$ cat src/hdl/sspl_pkg.sv
/*
 constants for the start/sync pulse logic of a multichannel sampling
 converter. assumes one master clock of 20 MHz drives all of the logic.
*/
// Summary of operation
// - The start input may be asynchronous, and the device copes with it without a common clock.
// - A start pulse is sampled and then answered by a pulse on the sync output.
// - The start pulse is resynchronised inside, so the sync output is synchronous to the master clock.
// - The sync output pulses only when the start input feature is used, and is quiet otherwise.
package sspl_pkg;
	localparam int SSPL_CLK_HZ = 20000000;
	// width of the emitted sync pulse in master clocks
	localparam int SSPL_SYNC_PULSE_CYC = 1;
	// default decimation length of one output sample, in master clocks
	localparam int SSPL_ODR_DIV = 32;
	localparam int SSPL_CNT_W = 16;
	localparam logic SSPL_START_IDLE = 1'b1;
	localparam logic SSPL_SYNC_IDLE = 1'b1;
	localparam logic [SSPL_CNT_W-1:0] SSPL_CNT_RST = 16'h0000;

	typedef enum logic [1:0] {
		SSPL_ST_IDLE = 2'b00,
		SSPL_ST_PULSE = 2'b01,
		SSPL_ST_WAIT_REL = 2'b10
	} sspl_state_t;
endpackage

$ cat src/hdl/sspl_top.sv
/*
 start/sync pulse logic of a multichannel sampling converter.
 a start request on start_n_in (active low, may be asynchronous to the
 master clock) passes a two-flop synchroniser and a falling-edge
 detector; each falling edge launches one active-low sync pulse of
 PULSE_CYC master clocks on sync_n_out. a start held low gives a single
 pulse; the next one needs the input to have returned high first.
 latency: sync_n_out falls on the third master clock edge that samples
 start low, one edge later if the first sample goes metastable.
 the sync input sync_n_in is taken without a synchroniser; a falling
 edge on it restarts the sample phase: restart_out pulses for one clock,
 phase_out returns to zero and sample_tick_out is withheld that cycle.
 otherwise phase_out counts 0 to ODR_DIV-1 and sample_tick_out marks
 each wrap.
 assumes: sync_n_in is driven synchronously to clk_in, normally by the
 looped-back sync_n_out of this device or of a partner device; an
 unused start_n_in is tied high; rst_n_in may fall at any time and is
 released into the logic through two flops, so the block ignores both
 inputs for two clocks after release.
*/
`timescale 1ns/1ps
module sspl_top
	import sspl_pkg::*;
#(
	parameter int ODR_DIV = SSPL_ODR_DIV,
	parameter int PULSE_CYC = SSPL_SYNC_PULSE_CYC
) (
	input wire logic clk_in,
	input wire logic rst_n_in,
	input wire logic start_n_in,
	input wire logic sync_n_in,
	output logic sync_n_out,
	output logic sample_tick_out,
	output logic restart_out,
	output logic [SSPL_CNT_W-1:0] phase_out
);
	logic rst_meta_reg;
	logic rst_sync_reg;
	logic start_s;
	logic start_d_reg;
	logic start_fall;
	sspl_state_t state_reg;
	sspl_state_t state_next;
	logic [SSPL_CNT_W-1:0] pulse_cnt_reg;
	logic sync_d_reg;
	logic sync_fall;
	logic [SSPL_CNT_W-1:0] phase_reg;
	logic [SSPL_CNT_W-1:0] phase_next;
	logic pulse_done;
	logic phase_wrap;
	logic sync_n_next;
	logic restart_next;
	logic tick_next;

	localparam logic [SSPL_CNT_W-1:0] ODR_LAST =
		SSPL_CNT_W'(ODR_DIV - 1);
	localparam logic [SSPL_CNT_W-1:0] PULSE_LAST =
		SSPL_CNT_W'(PULSE_CYC - 1);

	// one incrementer for both counters keeps their widths in step
	function automatic logic [SSPL_CNT_W-1:0] cnt_inc(
		input logic [SSPL_CNT_W-1:0] value
	);
		return value + 16'h0001;
	endfunction

	function automatic logic cnt_at(
		input logic [SSPL_CNT_W-1:0] value,
		input logic [SSPL_CNT_W-1:0] last
	);
		return value == last;
	endfunction

	assign pulse_done = cnt_at(pulse_cnt_reg, PULSE_LAST);
	assign phase_wrap = cnt_at(phase_reg, ODR_LAST);

	// reset released through two flops; assertion stays asynchronous
	always_ff @(posedge clk_in or negedge rst_n_in) begin
		if (!rst_n_in) begin
			rst_meta_reg <= 1'b0;
			rst_sync_reg <= 1'b0;
		end else begin
			rst_meta_reg <= 1'b1;
			rst_sync_reg <= rst_meta_reg;
		end
	end

	// start comes from another clock domain
	sspl_sync2 #(
		.RST_VAL(SSPL_START_IDLE)
	) u_start_sync (
		.clk_in(clk_in),
		.rst_n_in(rst_sync_reg),
		.d_in(start_n_in),
		.q_out(start_s)
	);

	always_ff @(posedge clk_in or negedge rst_sync_reg) begin
		if (!rst_sync_reg) begin
			start_d_reg <= SSPL_START_IDLE;
		end else begin
			start_d_reg <= start_s;
		end
	end

	// a start held low is one request; idle-high input never fires
	assign start_fall = start_d_reg & ~start_s;

	always_comb begin
		state_next = state_reg;
		case (state_reg)
			SSPL_ST_IDLE: begin
				if (start_fall) begin
					state_next = SSPL_ST_PULSE;
				end
			end
			SSPL_ST_PULSE: begin
				if (pulse_done) begin
					state_next = SSPL_ST_WAIT_REL;
				end
			end
			SSPL_ST_WAIT_REL: begin
				// wait for release so one long start gives one sync
				if (start_s) begin
					state_next = SSPL_ST_IDLE;
				end
			end
			default: begin
				state_next = SSPL_ST_IDLE;
			end
		endcase
	end

	always_ff @(posedge clk_in or negedge rst_sync_reg) begin
		if (!rst_sync_reg) begin
			state_reg <= SSPL_ST_IDLE;
		end else begin
			state_reg <= state_next;
		end
	end

	always_ff @(posedge clk_in or negedge rst_sync_reg) begin
		if (!rst_sync_reg) begin
			pulse_cnt_reg <= SSPL_CNT_RST;
		end else if (state_reg == SSPL_ST_PULSE) begin
			pulse_cnt_reg <= cnt_inc(pulse_cnt_reg);
		end else begin
			pulse_cnt_reg <= SSPL_CNT_RST;
		end
	end

	// decoded from the next state so the pin moves with the state
	assign sync_n_next = (state_next != SSPL_ST_PULSE);

	// output flop on the master clock; low only while pulsing
	always_ff @(posedge clk_in or negedge rst_sync_reg) begin
		if (!rst_sync_reg) begin
			sync_n_out <= SSPL_SYNC_IDLE;
		end else begin
			sync_n_out <= sync_n_next;
		end
	end

	// sync input is already on the master clock, so no synchroniser
	always_ff @(posedge clk_in or negedge rst_sync_reg) begin
		if (!rst_sync_reg) begin
			sync_d_reg <= SSPL_SYNC_IDLE;
		end else begin
			sync_d_reg <= sync_n_in;
		end
	end

	assign sync_fall = sync_d_reg & ~sync_n_in;

	// sample phase counter restarts on every sync edge
	always_comb begin
		if (sync_fall) begin
			phase_next = SSPL_CNT_RST;
		end else if (phase_wrap) begin
			phase_next = SSPL_CNT_RST;
		end else begin
			phase_next = cnt_inc(phase_reg);
		end
	end

	// restart beats a wrap in the same cycle, so no tick then
	always_comb begin
		restart_next = sync_fall;
		tick_next = ~sync_fall & phase_wrap;
	end

	always_ff @(posedge clk_in or negedge rst_sync_reg) begin
		if (!rst_sync_reg) begin
			phase_reg <= SSPL_CNT_RST;
		end else begin
			phase_reg <= phase_next;
		end
	end

	// twin of the phase flop so the pin comes straight from a flop
	always_ff @(posedge clk_in or negedge rst_sync_reg) begin
		if (!rst_sync_reg) begin
			phase_out <= SSPL_CNT_RST;
		end else begin
			phase_out <= phase_next;
		end
	end

	always_ff @(posedge clk_in or negedge rst_sync_reg) begin
		if (!rst_sync_reg) begin
			restart_out <= 1'b0;
		end else begin
			restart_out <= restart_next;
		end
	end

	always_ff @(posedge clk_in or negedge rst_sync_reg) begin
		if (!rst_sync_reg) begin
			sample_tick_out <= 1'b0;
		end else begin
			sample_tick_out <= tick_next;
		end
	end
endmodule // sspl_top

$ cat src/hdl/sspl_sync2.sv
/*
 two flip-flop level synchroniser with a constant reset value.
 assumes d_in may change at any time relative to clk_in.
*/
`timescale 1ns/1ps
module sspl_sync2 #(
	parameter logic RST_VAL = 1'b0
) (
	input wire logic clk_in,
	input wire logic rst_n_in,
	input wire logic d_in,
	output logic q_out
);
	logic meta_reg;

	always_ff @(posedge clk_in or negedge rst_n_in) begin
		if (!rst_n_in) begin
			meta_reg <= RST_VAL;
			q_out <= RST_VAL;
		end else begin
			meta_reg <= d_in;
			q_out <= meta_reg;
		end
	end
endmodule // sspl_sync2

$ cat config.mk
export PLATFORM = sky130hd
export DESIGN_NAME = sspl_top
export DESIGN_NICKNAME = d
export VERILOG_FILES = /design/src/hdl/sspl_pkg.sv /design/src/hdl/sspl_top.sv /design/src/hdl/sspl_sync2.sv
export SDC_FILE = /design/constraint.sdc
export NUM_CORES = 1
export LEC_CHECK = 0
export BUFFER_PORTS_ARGS = -buffer_cell sky130_fd_sc_hd__buf_2
export CAP_MARGIN = 20
export CELL_PAD_IN_SITES_DETAIL_PLACEMENT = 0
export CELL_PAD_IN_SITES_GLOBAL_PLACEMENT = 1
export CORE_ASPECT_RATIO = 1.5
export CORE_MARGIN = 3
export CORE_UTILIZATION = 40
export DETAILED_ROUTE_END_ITERATION = 7
export GPL_ROUTABILITY_DRIVEN = 0
export PLACE_DENSITY_LB_ADDON = 0.2
export SYNTH_ARGS = -nofsm -noshare
export SYNTH_HDL_FRONTEND = slang
export SYNTH_SLANG_ARGS = --single-unit
$ cat constraint.sdc
create_clock -name clk_in -period 1.2 [get_ports clk_in]
set_input_delay 0.24 -clock clk_in [delete_from_list [all_inputs] [get_ports clk_in]]
set_output_delay 0.24 -clock clk_in [all_outputs]
set_load 0.1 [all_outputs]
[Word-level counts from Yosys, hierarchy flattened]
Index checks and enable logic that the tools add are counted.
Word-level totals
  logic and storage cells: 33
  register bits after elaboration: 43
Operators by class
  add/subtract/negate cells: 2
  equal/unequal tests: 4
  bitwise operators: 6
  mux-type cells: 7
  reduce and logical (&&, ||, !) cells: 2
Operators with widths (count)
  $mux W16: 3
  $add A16 B1 Y16 const B: 2
  $eq A16 B5 Y1 const B: 1
  $logic_not A16 Y1: 1
  $mux W2: 3
  $pmux W2 S3: 1
  $and A1 B1 Y1: 3
  $not A1 Y1: 3
  $eq A2 B1 Y1 const B: 1
  $eq A2 B2 Y1 const B: 1
  $logic_not A2 Y1: 1
  $ne A2 B1 Y1 const B: 1

[Depth between registers and ports, before layout]
  word-level depth: 5
  depth in mapped cells: 6

[Hierarchy]
Synthesis repeated with hierarchy kept, for this count alone.
Second synthesis, totals
  cell total of the unflattened synthesis: 186
  area, all modules: 1955.6 µm²
By module, submodules not included
  sspl_top: cells each 184, area an instance 1903.1 µm², sequential area each 1029.7 µm², instances 1
  sspl_sync2: cells each 2, area an instance 52.6 µm², sequential area each 52.6 µm², instances 1

[Worst setup path before layout]
Ideal clock, no wire load.
  path type: flip-flop to flip-flop
  from: register, netlist name phase_out[0]
  to: register phase_out[0]
  path slack: -1.020 ns
  required time: 1.039 ns
  buffers on the path: 1
  arrival time: 2.058 ns
  stages on the path, launching flop included: 7
  path through: dfrtp_1 > ha_1 > and4_1 > nand4_1 > nand2b_1 > buf_2 > nor2_1
RTL lines
  end signal, assigned: RTL line sspl_top.sv:205  | phase_out <= phase_next;
  end, declared: RTL line sspl_top.sv:35  | output logic [SSPL_CNT_W-1:0] phase_out

==> summary.md <==
| Metric | Value |
|---|---|
| Uppermost routed layer | `met4` |
| Failing checks | `setup timing` |
| Post-synthesis register bit count | `43` |
| Crit path largest cell delay | `0.44 ns` |
| Routed len/inst | `16.6 um` |
| Synth Instances | `186` |
| CP required | `1.38 ns` |
| CTS Buf Count | `5` |
| Clock sink count | `43` |
| Crit-path max FO | `5` |
| Startpoint types | `flip-flop` |
| DR DRC count | `0` |
| Pin count of the biggest net entering global routing | `20` |
| Core footprint | `4650 um2` |
| I/O pins | `23` |
| Worst-path clk slew | `0.09 ns` |
| Post-layout util | `79.6%` |
| Max VDD drop | `1560 uV` |
| # diodes | `0` |
| Clk root buf | `clkbuf_8` |
| Synth top area cells | `dfrtp_1 48%, xnor2_1 8.4%, dfstp_2 6.7%` |
| Hold Crit Class | `input port to flip-flop` |
| Synth-to-Final Area Change | `87.9%` |
| Net Count, Synth | `193` |
| Distinct cells, synth | `27` |
| Max Fclk | `0.654 GHz` |
| Number of antenna violations at the first check in global routing | `0` |
| FFs w/ async S/R, synth | `100%` |
| RSZ-0062 raised after global routing | `true` |
| Clock skew | `0.0118 ns` |
| Detail-routed via count per cell | `5.07` |
| Port buffer count | `22` |
| DIE AREA | `5820 um2` |
| Worst hold slack | `0.0268 ns` |
| Via count | `1758` |
| Cell taking the most area after synthesis | `dfrtp_1` |
| DRT Pass-1 Iters | `4` |
| M1 WL | `2000 um` |
| Tmin final | `1.53 ns` |
| Vias in the first global route | `1914` |
| Row count | `30` |
| Final slew viol count | `0` |
| EDFF count, synth | `0` |
| Netlist Area Pre-Place | `1970 um2` |
| Antenna-violating nets left | `0` |
| Final Hold Fails | `0` |
| Clock latency on the worst-skew pair | `0.30 ns` |
| Syn_area_per_cell | `10.6 um2` |
| Initial DRC count | `61` |
| Max-cap violations | `0` |
| DP HPWL | `3440 um` |
| Die Width | `63.3 um` |
| Status | `finished, violations left` |
| Setup slack after layout | `-0.328 ns` |
| Total congestion overflow | `0` |
| Arrival time worst endpoint | `1.71 ns` |
| Fin crit share | `127%` |
| Final nets | `289` |
| Yosys top cell area share | `48.3%` |
| Final setup fails | `49` |
| Drt total wl | `5770 um` |
| Worst-path cell chain | `ha_4, and4_4, nand4_1, nand2b_4, clkbuf_16, nor2_1` |
| Static Leak | `0.00164 uW` |
| FF-to-FF setup slack | `-0.33 ns` |
| YS warnings | `0` |
| H-tree depth | `2` |
| Worst setup EP type | `flip-flop` |
| First-pass GRT wire length | `9160 um` |
| Sequential cell area fraction in the yosys report | `54.9%` |
| Met2 wire length | `3480 um` |
| Clk buf depth | `2` |
| Slowest cell on crit path | `dfrtp_4` |
| CTS tree | `yes` |
| Initial core utilization | `42.3%` |
| Layout cell share with drive strength beyond 1 | `65.4%` |
| CP Class | `flip-flop to flip-flop` |
| Die height | `92.0 um` |
| Primary FF master, synth | `dfrtp_1` |
| DR WL met3 | `154 um` |
| Fill count | `303` |
| P per Cell Area | `1190 nW/um2` |
| GRT Overall Usage | `20.3%` |
stage by stage:
step	total power (uW)	setup TNS, ns	cells	instance area [um2]	setup slack, ns
after floorplan	2420	-6.22	186	2100	-0.444
after global placement	2960	-5.51	310	2900	-0.308
after detailed placement	2990	-6.52	310	2900	-0.364
after CTS	4280	-7.66	335	3400	-0.294
after global routing	4570	-11.24	347	3700	-0.397
final	4400	-8.56	347	3700	-0.328
layout make-up:
type	instances	area (um2)	share of cell area [%]
clock buffers	6	82.6	2.23
clock inverters	2	35.0	0.946
inverters	7	26.3	0.709
multi-input cells	133	1240	33.5
flip-flops and latches	43	1140	30.8
well taps	64	80.1	2.16
repair buffers	92	1100	29.6
cells in the mapped netlist, drive strengths merged, types with 2 or more instances:
library cell and instances:
a21oi 4, clkbuf 2, inv 7, nand2 10, xnor2 19, ha 3
nand4 10, nand3 10, buf 2, xor2 6, dfstp 5, o21ai 4
dfrtp 38, nor4 12, nor2 34, nand2b 2, or3 3, nor3 9
worst paths after layout:
check                                              to    startpoint  cells after the start
worst max-delay path                    phase_out[13]  phase_out[1]                      6
worst min-delay path            u_start_sync.meta_reg    start_n_in                      1
worst max register to register          phase_out[13]  phase_out[1]                      6
worst min register to register           phase_out[1]  rst_sync_reg                      0
max in group asynchronous            pulse_cnt_reg[4]  rst_sync_reg                      1
min in group asynchronous                phase_out[1]  rst_sync_reg                      0
critical path, delay by kind of cell, from the launching register on:
kind          cells  cell delay (ns)
flops             1             0.44
buf+inv           1             0.16
fa+ha+maj         1             0.14
simple gates      4             0.66
placed cells by master (no fill, tap or decap), drive strengths merged:
cell type    synthesis  layout
buf                  2      90
dfrtp               38      38
nor2                34      34
xnor2               19      19
nor4                12      12
nand4               10      11
nand2               10      10
nand3               10      10
nor3                 9       9
inv                  7       7
clkbuf               2       7
xor2                 6       6
dfstp                5       5
a21oi                4       4
o21ai                4       4
or3                  3       3
ha                   3       3
nand2b               2       2
nor4b                1       1
nor2b                1       1
and4                 1       1
nor3b                1       1
or2                  1       1
clkinv               0       1
bufinv               0       1
dlygate4sd3          0       1
conb                 1       1
power by group:
| group | switching, uW | internal (uW) | leakage (uW) | total (uW) |
|---|---|---|---|---|
| sequential | 126 | 1600 | 0.000527 | 1720 |
| clock | 518 | 674 | 0.0000612 | 1190 |
| combinational | 826 | 656 | 0.00105 | 1480 |
| total | 1470 | 2930 | 0.00164 | 4400 |
logic make-up (layout without fill, tap and decap cells):
logic type                 after synthesis  after routing  synth area share [%]
adders and majority gates                3              3                  1.90
AOI/OAI and AO/OA                        8              8                  2.03
DFF                                     43             43                  54.9
other                                    1              1                 0.190
and+or+nand+nor                         95             96                  27.6
buffers and inverters                   11            107                  2.22
xor gates and xnor gates                25             25                  11.1
layer usage:
layer | track usage [%] | vias to the layer above
li1 | - | 830
met1 | 21.6 | 890
met2 | 38.2 | 25
met3 | 3.68 | 13
met4 | 8.83 | 0
met5 | 0 | -
what timing repair did:
| item | CTS | global route |
|---|---|---|
| hold endpoints to repair | 2 | 0 |
| cloned | 1 | 1 |
| pin swaps | 20 | 31 |
| setup buffers | 16 | 14 |
| hold buffers | 1 | 0 |
| gates resized for setup | 49 | 51 |
| setup endpoints to repair | 49 | 51 |
No activity file was read; power rests on OpenSTA's default activity.
